### config.mk
export PLATFORM = sky130hd
export DESIGN_NAME = prefix_and_register_move_unit
export DESIGN_NICKNAME = d
export VERILOG_FILES = /design/src/move_unit_pkg.sv /design/src/prefix_and_register_move_unit.sv
export VERILOG_INCLUDE_DIRS = /design/src /design/src/src
export SDC_FILE = /design/constraint.sdc
export NUM_CORES = 1
export LEC_CHECK = 0
export ABC_AREA = 1
export BUFFER_PORTS_ARGS = -buffer_cell sky130_fd_sc_hd__buf_4
export CELL_PAD_IN_SITES_DETAIL_PLACEMENT = 1
export CELL_PAD_IN_SITES_GLOBAL_PLACEMENT = 2
export CORE_ASPECT_RATIO = 0.6
export CORE_MARGIN = 1
export CORE_UTILIZATION = 25
export CTS_CLUSTER_DIAMETER = 50
export DETAILED_ROUTE_END_ITERATION = 7
export GPL_TIMING_DRIVEN = 1
export PLACE_DENSITY = 0.79
export SETUP_SLACK_MARGIN = 0.4
export SYNTH_ARGS = -nofsm -noshare
export SYNTH_HDL_FRONTEND = slang
export SYNTH_SLANG_ARGS = --single-unit
### constraint.sdc
create_clock -name clk -period 1.5 [get_ports clk]
set_clock_uncertainty 0.15 [all_clocks]
set_input_delay 0.075 -clock clk [delete_from_list [all_inputs] [get_ports clk]]
set_output_delay 0.075 -clock clk [all_outputs]
set_load 0.02 [all_outputs]
### src/move_unit_params.svh
/*
 * Constants of the prefix and register move unit: instruction field
 * positions, module and index codes, and reset values.
 * Assumes: included by the package and the design file by bare name.
 */
`ifndef MOVE_UNIT_PARAMS_SVH
`define MOVE_UNIT_PARAMS_SVH

// word and byte widths
`define WORD_W      16
`define BYTE_W      8
`define SIGN_BIT    7
`define ZERO_BYTE   8'h00
`define ZERO_WORD   16'h0000

// instruction fields
`define FMT_BIT     15
`define DIDX_HI     14
`define DIDX_LO     12
`define DMOD_HI     11
`define DMOD_LO     8
`define SIDX_HI     7
`define SIDX_LO     4
`define SMOD_HI     3
`define SMOD_LO     0
`define IMM_HI      7
`define IMM_LO      0

// prefix index bits: [2:1] destination index bits 4:3, [0] source index bit 4
`define PIDX_W      3
`define PIDX_DST_HI 2
`define PIDX_DST_LO 1
`define PIDX_SRC    0

// module codes and sub-indices
`define MOD_PREFIX  4'hB
`define MOD_BRANCH  4'hC
`define MOD_SPLIT   4'hD
`define IDX_JUMP    5'h00
`define IDX_WORD    5'h00
`define IDX_HIGH    5'h01
`define IDX_LOW     5'h02
`define IDX_SWAP    5'h03
`define IDX_SEXT    5'h04

// reset values
`define RST_SPLIT   16'h0000

`endif

### src/move_unit_pkg.sv
/*
 * Types shared by the prefix and register move unit.
 * Assumes: move_unit_params.svh is on the include path.
 */
`include "move_unit_params.svh"

package move_unit_pkg;

    // one-cycle prefix holding state
    typedef struct packed {
        logic                   written;
        logic [`BYTE_W-1:0]     high;
        logic [`PIDX_W-1:0]     idx;
    } prefix_s;

    // write toward the register file outside
    typedef struct packed {
        logic                   we;
        logic                   wide;
        logic [3:0]             mod;
        logic [4:0]             idx;
        logic [`WORD_W-1:0]     data;
    } dst_wr_s;

    // branch request toward the program counter
    typedef struct packed {
        logic                   take;
        logic                   abs;
        logic [`WORD_W-1:0]     target;
    } branch_s;

endpackage

### src/prefix_and_register_move_unit.sv
/*
 * Prefix holding register, byte-split word register and move decode of a
 * 16-bit single-cycle core.
 * Assumes: one instruction word arrives every clock; the register file
 * outside returns src_data/src_wide and dst_wide combinationally for the
 * indices formed from the instruction and src_ext_idx.
 */
// Function
// - every 16-bit instruction word is decoded and completed in one cycle
// - prefix holding register keeps a write for one cycle, then clears to zero
// - 16-bit immediate takes its high byte from prefix, zero without a prefix
// - branch is absolute only if prefix was written just before, else relative
// - destination index above 07h, source above 0Fh, need prefix index bits
// - one prefix write serves both immediate high byte and extended indices
// - 16-bit source into 8-bit destination writes only the low byte
// - byte-split word has separately writable high and low byte registers
// - read-only view of the byte-split word with its bytes exchanged
// - read-only view sign-extending the low byte into the upper bits
// - 8-bit source into 16-bit destination gets prefix byte as high byte
`timescale 1ns/1ns
`include "move_unit_params.svh"

module prefix_and_register_move_unit
    import move_unit_pkg::*;
(
    input  wire logic                clk,
    input  wire logic                rst_b,
    input  wire logic [`WORD_W-1:0]  instr,
    input  wire logic [`WORD_W-1:0]  src_data,
    input  wire logic                src_wide,
    input  wire logic                dst_wide,
    output logic                     src_ext_idx,
    output dst_wr_s                  dst_wr,
    output branch_s                  branch,
    output logic [`WORD_W-1:0]       split_word
);

    ////////////////////////////////////////////////////////////////////////
    // state and decode signals

    prefix_s             prefix_hold_q;
    prefix_s             prefix_hold_d;
    dst_wr_s             dst_wr_q;
    branch_s             branch_q;
    logic [`WORD_W-1:0]  byte_split_word_q;

    logic                imm_fmt;
    logic [3:0]          dmod;
    logic [3:0]          smod;
    logic [4:0]          didx;
    logic [4:0]          sidx;
    logic [2:0]          op_didx;
    logic [`WORD_W-1:0]  src_word;
    logic                s_wide;
    logic                d_wide;
    logic [`WORD_W-1:0]  move_word;
    logic [`WORD_W-1:0]  wr_data;
    logic [`WORD_W-1:0]  swapped_word_view;
    logic [`WORD_W-1:0]  sign_ext_low_view;
    logic [`BYTE_W-1:0]  split_high_byte;
    logic [`BYTE_W-1:0]  split_low_byte;
    logic                prefix_wr;
    logic                split_wr;
    logic                jump;
    logic                ext_wr;

    // true when a module/index pair names one local register
    function automatic logic hit(input logic [3:0] m, input logic [4:0] i,
                                 input logic [3:0] wm, input logic [4:0] wi);
        hit = (m == wm) && (i == wi);
    endfunction

    ////////////////////////////////////////////////////////////////////////
    // field split; the upper index bits exist only through the prefix

    assign imm_fmt  = ~instr[`FMT_BIT];
    assign dmod     = instr[`DMOD_HI:`DMOD_LO];
    assign smod     = instr[`SMOD_HI:`SMOD_LO];
    assign op_didx  = instr[`DIDX_HI:`DIDX_LO];
    assign didx     = {prefix_hold_q.idx[`PIDX_DST_HI:`PIDX_DST_LO], op_didx};
    assign sidx     = {prefix_hold_q.idx[`PIDX_SRC], instr[`SIDX_HI:`SIDX_LO]};

    // views of the byte-split word
    assign split_high_byte   = byte_split_word_q[`WORD_W-1:`BYTE_W];
    assign split_low_byte    = byte_split_word_q[`BYTE_W-1:0];
    assign swapped_word_view = {split_low_byte, split_high_byte};
    assign sign_ext_low_view = {{`BYTE_W{split_low_byte[`SIGN_BIT]}}, split_low_byte};

    ////////////////////////////////////////////////////////////////////////
    // source selection: immediate, local view or outside register file

    always_comb begin
        src_word = src_data;
        s_wide   = src_wide;
        if (imm_fmt) begin
            // immediates are byte sources; high byte comes from the prefix
            src_word = {`ZERO_BYTE, instr[`IMM_HI:`IMM_LO]};
            s_wide   = 1'b0;
        end else if (smod == `MOD_SPLIT) begin
            case (sidx)
                `IDX_WORD: begin
                    src_word = byte_split_word_q;
                    s_wide   = 1'b1;
                end
                `IDX_HIGH: begin
                    src_word = {`ZERO_BYTE, split_high_byte};
                    s_wide   = 1'b0;
                end
                `IDX_LOW: begin
                    src_word = {`ZERO_BYTE, split_low_byte};
                    s_wide   = 1'b0;
                end
                `IDX_SWAP: begin
                    src_word = swapped_word_view;
                    s_wide   = 1'b1;
                end
                `IDX_SEXT: begin
                    src_word = sign_ext_low_view;
                    s_wide   = 1'b1;
                end
                default: begin
                    src_word = `ZERO_WORD;
                    s_wide   = 1'b0;
                end
            endcase
        end
    end

    ////////////////////////////////////////////////////////////////////////
    // destination decode and width adaptation

    assign prefix_wr = (dmod == `MOD_PREFIX);
    assign split_wr  = (dmod == `MOD_SPLIT);
    assign jump      = hit(dmod, didx, `MOD_BRANCH, `IDX_JUMP);
    assign ext_wr    = ~prefix_wr & ~split_wr & (dmod != `MOD_BRANCH);
    assign d_wide    = split_wr ? (didx == `IDX_WORD) : dst_wide;

    // byte sources borrow the prefix byte; zero when nothing was prefixed
    assign move_word = s_wide ? src_word
                              : {prefix_hold_q.high, src_word[`BYTE_W-1:0]};
    // a narrow destination sees only the low byte of a wide source
    assign wr_data   = d_wide ? move_word
                              : {`ZERO_BYTE, move_word[`BYTE_W-1:0]};

    ////////////////////////////////////////////////////////////////////////
    // prefix holding register: one write lives exactly one cycle

    always_comb begin
        prefix_hold_d = '0;
        if (prefix_wr) begin
            prefix_hold_d.written = 1'b1;
            prefix_hold_d.high    = src_word[`BYTE_W-1:0];
            prefix_hold_d.idx     = op_didx;
        end
    end

    always_ff @(posedge clk or negedge rst_b) begin
        if (!rst_b) begin
            prefix_hold_q <= '0;
        end else begin
            prefix_hold_q <= prefix_hold_d;
        end
    end

    ////////////////////////////////////////////////////////////////////////
    // byte-split word; swapped and sign-extended views ignore writes

    always_ff @(posedge clk or negedge rst_b) begin
        if (!rst_b) begin
            byte_split_word_q <= `RST_SPLIT;
        end else if (split_wr) begin
            case (didx)
                `IDX_WORD: byte_split_word_q <= wr_data;
                `IDX_HIGH: byte_split_word_q[`WORD_W-1:`BYTE_W] <= wr_data[`BYTE_W-1:0];
                `IDX_LOW:  byte_split_word_q[`BYTE_W-1:0] <= wr_data[`BYTE_W-1:0];
                default:   byte_split_word_q <= byte_split_word_q;
            endcase
        end
    end

    ////////////////////////////////////////////////////////////////////////
    // outside write: every instruction completes in its own cycle

    always_ff @(posedge clk or negedge rst_b) begin
        if (!rst_b) begin
            dst_wr_q <= '0;
        end else begin
            dst_wr_q.we   <= ext_wr;
            dst_wr_q.wide <= d_wide;
            dst_wr_q.mod  <= dmod;
            dst_wr_q.idx  <= didx;
            dst_wr_q.data <= wr_data;
        end
    end

    ////////////////////////////////////////////////////////////////////////
    // branch: a prefix write, even of 00h, is what makes it absolute

    always_ff @(posedge clk or negedge rst_b) begin
        if (!rst_b) begin
            branch_q <= '0;
        end else begin
            branch_q.take <= jump;
            branch_q.abs  <= jump & prefix_hold_q.written;
            if (prefix_hold_q.written) begin
                branch_q.target <= move_word;
            end else begin
                // relative offset is the signed low byte
                branch_q.target <= {{`BYTE_W{move_word[`SIGN_BIT]}}, move_word[`BYTE_W-1:0]};
            end
        end
    end

    assign src_ext_idx = prefix_hold_q.idx[`PIDX_SRC];
    assign dst_wr      = dst_wr_q;
    assign branch      = branch_q;
    assign split_word  = byte_split_word_q;

    ////////////////////////////////////////////////////////////////////////
    // checks

    logic [`BYTE_W-1:0]  prefix_high;
    logic [1:0]          prefix_dhi;
    logic [`BYTE_W-1:0]  src_low;
    logic                swap_rd;
    logic                sext_rd;

    assign prefix_high = prefix_hold_q.high;
    assign prefix_dhi  = prefix_hold_q.idx[`PIDX_DST_HI:`PIDX_DST_LO];
    assign src_low     = src_word[`BYTE_W-1:0];
    assign swap_rd     = ~imm_fmt & hit(smod, sidx, `MOD_SPLIT, `IDX_SWAP);
    assign sext_rd     = ~imm_fmt & hit(smod, sidx, `MOD_SPLIT, `IDX_SEXT);
endmodule

### Yosys cells after proc, flatten, opt, wreduce, memory -nomap -nowiden

Cells that the tools add are included.

| operators by class | value |
|---|---|
| equality and inequality tests | 11 |
| reduce and logical (&&, ||, !) cells | 8 |
| bitwise logic cells | 5 |
| mux-type cells | 12 |

Operators by type and width:

| cell | number |
|---|---|
| $mux 16 | 5 |
| $pmux 16 s5 | 1 |
| $eq 4x4->1 const B | 4 |
| $pmux 8 s2 | 1 |
| $eq 5x2->1 const B | 3 |
| $mux 12 | 1 |
| $eq 5x1->1 const B | 2 |
| $logic_not 5->1 | 2 |
| $eq 5x3->1 const B | 1 |
| $mux 1 | 4 |
| $ne 4x4->1 const B | 1 |
| $reduce_and 2->1 | 2 |
| $and 1x1->1 | 3 |
| $reduce_or 3->1 | 1 |
| $not 1->1 | 2 |
| $reduce_bool 2->1 | 1 |
| $reduce_or 2->1 | 1 |
| $logic_and 1x1->1 | 1 |

| word-level totals | value |
|---|---|
| register bits | 73 |
| logic and storage cells | 49 |
| output and inout bits | 62 |

### Logic depth before layout (Yosys ltp)

| logic depth | value |
|---|---|
| depth after elaboration | 8 |
| mapped depth | 12 |

### Worst setup path before layout

OpenSTA, ideal clock, no wires.

| path | value |
|---|---|
| path kind | register -> register |
| start point | register prefix_hold_q (netlist bit src_ext_idx) |
| end point | register byte_split_word_q[10], in the netlist split_word[10] |
| data arrival time | 1.433 ns |
| required time | 1.234 ns |
| setup slack | -0.199 ns |
| stages on the path, launching flop included | 11 |
| setup time | 0.116 ns |
| buffers on the path | 1 |
| cell sequence | dfrtp_1 inv_1 buf_2 nand3_1 nand2_2 o21ai_2 nand2_1 nand3_1 nand2_1 nand2_1 nand2_1 |

| on the way | value |
|---|---|
| word-level cells in the longest chain between the ends | 8 |
| elaborated cells between the ends (all ways) | 15 |
| those cells by class | 4 x eq/ne; 9 x mux; 2 x reduce/logical |

Ends and longest elaborated chain:

| element | line | source |
|---|---|---|
| from (decl) | prefix_and_register_move_unit.sv:41 | `prefix_s prefix_hold_q;` |
| from (signal assigned) | prefix_and_register_move_unit.sv:161 | `prefix_hold_q <= prefix_hold_d;` |
| $eq 5x2->1, or another cell as far along | prefix_and_register_move_unit.sv:100 | `case (sidx)` |
| $reduce_or 3->1 (no source line) | -- |  |
| $mux 1 | prefix_and_register_move_unit.sv:100 |  |
| $mux 1 | prefix_and_register_move_unit.sv:99 | `` end else if (smod == `MOD_SPLIT) begin `` |
| $mux 1 | prefix_and_register_move_unit.sv:95 | `if (imm_fmt) begin` |
| $mux 16 * | prefix_and_register_move_unit.sv:139 | `assign move_word = s_wide ? src_word` |
| $mux 16 * | prefix_and_register_move_unit.sv:142 | `assign wr_data = d_wide ? move_word` |
| $pmux 8 s2 * | prefix_and_register_move_unit.sv:172 | `case (didx)` |
| to (signal assigned) | prefix_and_register_move_unit.sv:173 | `` `IDX_WORD: byte_split_word_q <= wr_data; `` |
| to (signal, indexed assignment) | prefix_and_register_move_unit.sv:174 | `` `IDX_HIGH: byte_split_word_q[`WORD_W-1:`BYTE_W] <= wr_data[`BYTE_W-1:0]; `` |
| to (signal, indexed assignment) | prefix_and_register_move_unit.sv:175 | `` `IDX_LOW: byte_split_word_q[`BYTE_W-1:0] <= wr_data[`BYTE_W-1:0]; `` |
| to (decl) | prefix_and_register_move_unit.sv:45 | `` logic [`WORD_W-1:0] byte_split_word_q; `` |

Mark *: on every way between the ends. The rest lies on a longest branch, timed or not.
A chain may end at the register's enable or synchronous reset.

### Worst setup path in the final report

| path | value |
|---|---|
| start point | register prefix_hold_q (netlist bit src_ext_idx) |
| end point | register byte_split_word_q[8], in the netlist split_word[8] |

Same word-level chain as after synthesis.

==> flow_summary.ini <==
[logic_synthesis]
syn_area_per_cell_um2 = 8.10
synthTopCellsByArea = dfrtp_1 (54%), nand2_1 (16%), nand3_1 (6.1%)
yosysSeqAreaShare = 0.536
syn_area_um2 = 3040
synthFlopType = dfrtp_1
synth_top_area_frac = 0.536
synth_warnings = 0
synth_edf_count = 0
synthesis.nets = 411
synthCells = 375
ys_ff_latch = 65
ys_types = 24
yosysTopAreaCell = dfrtp_1
synthArstFlopShare = 1.00

[detailed_routing]
dr_total_vias = 3216
drtAntennaViolNets = 0
wl_met1_um = 5580
wl_met3_um = 722
vias_per_cell = 4.57
post_drt_wl_per_cell_um = 17.1
wl_met2_um = 5620
routed_wl_um = 12000
drt_iter0_drc = 133
drc = 0
dr.pass1.iters = 4
routed.top_layer = met4

[floorplanning]
start_util = 0.263
core_area_um2 = 11600
fp.dieArea_um2 = 12600
ios = 98
die_x_um = 144
rows = 30
die_h_um = 87.4

[hold_path]
holdPathEnd = branch[17]$_DFF_PN0_
min_path_type = in2reg
whs_path_depth = 5
hold_start = instr[12]

[sta]
hold_viol = 7
min_period_over_period = 1.22
drv_slew = 0
post-route-min-period_ns = 1.83
rsz0062_at_grt = yes
max_slew_margin = 0.723
worst_slew_pin_slew_ns = 0.415
max_freq_mhz = 548
whs_ns = -0.0277
final-setup-viol-count = 49
setup_ws_ns = -0.325

[worst_setup_path]
critPathLaunchType = flip-flop
regToRegSetupSlack_ns = -0.33
crit_required_ns = 1.57
rr_worst_depth = 11
cp.arrival_ns = 1.90
r2r-start = src_ext_idx$_DFF_PN0_
worstSetupPathType = reg2reg
crit_path_end_kind = flip-flop
worstReg2RegEnd = split_word[8]$_DFFE_PN0P_
worst-path-max-fanout = 5

[finish]
n_antenna_cell = 0
areaGrowthSynthToFinish_pct = 78.0
nets = 574
most-common-layout-cells = nand2_1 (99), buf_4 (99), buf_6 (58)
drive_gt1_frac = 0.532
utilization = 0.468
design_area_um2 = 5410

[flow_run]
maxCapViolCount = 0

[global_route]
antenna_found_initial = 0
grt_pass1_wl_um = 18700
gr-total-overflow = 0
grtUsageTotal = 0.201
grt_pass1_vias = 3509
grt_max_degree = 30

[power]
p_total_w = 0.00540
leakage_nw = 2.70
p_per_area_nw_per_um2 = 998
worst_ir_drop_vdd_mv = 0.614

[clocking]
cts_root_buf = clkbuf_16
numCtsBuffers = 9
cts_sinks = 65
clock_path_buffers = 2
htreeDepth = 3
clk_pin_slew_worst_paths_ns = 0.06
cts_tree = done
clock_latency_ns = 0.34

[place]
pre_cts_ws_ns = -0.294
dp_hpwl_um = 8430
gp_congestion = 0.867
postPlaceCellArea_um2 = 4340
port_buffers = 97

[run_status]
status = complete, but fails checks
violations = negative hold slack, negative setup slack
==> flip-flops by register name (all words and copies together) (netlist names) <==
name	flops
dst_wr	19
prefix_high	8
branch	18
src_ext_idx	1
prefix_hold_q	1
split_word	16
didx	2
==> logic make-up (layout without fill, tap and decap cells) <==
family,count (synthesis),after routing,share of synthesized area
buf+inv,62,230,0.0931
flops,65,65,0.536
simple gates,221,221,0.323
compound gates,27,27,0.0482
==> stage by stage <==
stage / TNS, ns / instances / hold slack, ns
6_report: -6.29 / 703 / -0.0277
5_1_grt: -10.81 / 703 / -0.0186
4_1_cts: -6.13 / 697 / -0.0357
3_5_place_dp: -8.68 / 660 / -0.176
3_3_place_gp: -5.37 / 660 / -0.188
2_1_floorplan: -1.48 / 375 / -0.371
==> per-layer routing <==
layer	GRT usage	vias to the layer above
li1	-	1514
met1	0.271	1585
met2	0.323	106
met3	0.0533	11
met4	0.0421	0
met5	0	-
==> report_power, final <==
group          switching (W)  internal, W  total [W]
logic               0.000666     0.000589    0.00126
clock network       0.000806      0.00129    0.00210
registers           0.000146      0.00190    0.00204
total                0.00162      0.00378    0.00540
==> cell type report <==
| cell class | instances | area [µm²] |
|---|---|---|
| inverter | 42 | 165 |
| multi-input combinational | 248 | 1510 |
| clock buffer | 10 | 229 |
| tap | 160 | 200 |
| fill | 1367 | 6150 |
| sequential | 65 | 1640 |
| clock inverter | 6 | 67.6 |
| timing repair buffer | 172 | 1600 |
==> synthesized netlist by cell type, types with 2 or more instances <==
cell type / n
buf_2: 4
nand2_2: 4
or2_2: 6
clkbuf_1: 5
buf_4: 10
nand2_1: 131
nor2_1: 17
nor4_1: 2
nand4_1: 16
o21ai_0: 8
nor2_4: 2
nor2_2: 4
nand3_1: 37
dfrtp_1: 65
inv_2: 3
a21oi_1: 16
inv_1: 38
==> critical path, cell delays in order, from the launching register on <==
cell     delay (ns)
dfrtp_2        0.46
nor2_4         0.14
nand3_4        0.11
nand2_4        0.10
nor2_4         0.04
nor2_4         0.12
buf_12         0.14
nand3_2        0.09
nand3_2        0.09
nand2_1        0.08
nand2_1        0.12
nand2_1        0.06
==> how the worst max path moves through the flow <==
stage | startpoint | endpoint | slack [ns] | depth (start not counted)
final | src_ext_idx$_DFF_PN0_ | split_word[8]$_DFFE_PN0P_ | -0.33 | 11
after global routing | src_ext_idx$_DFF_PN0_ | split_word[8]$_DFFE_PN0P_ | -0.40 | 11
after CTS | src_ext_idx$_DFF_PN0_ | branch[14]$_DFF_PN0_ | -0.21 | 12
after detailed placement | src_ext_idx$_DFF_PN0_ | split_word[8]$_DFFE_PN0P_ | -0.29 | 10
after global placement | src_ext_idx$_DFF_PN0_ | split_word[12]$_DFFE_PN0P_ | -0.23 | 10
after floorplan | src_ext_idx$_DFF_PN0_ | split_word[10]$_DFFE_PN0P_ | -0.13 | 11
==> repair_timing <==
item / 4_1_cts / 5_1_grt
hold endpoints to repair: 86 / 8
cloned: 1 / 0
gates resized for setup: 109 / 41
buffers inserted: 10 / 6
pin swaps: 20 / 3
endpoints found under the setup margin: 83 / 103
hold buffers: 10 / 3
Note: power is estimated with default switching activity, not from simulation.
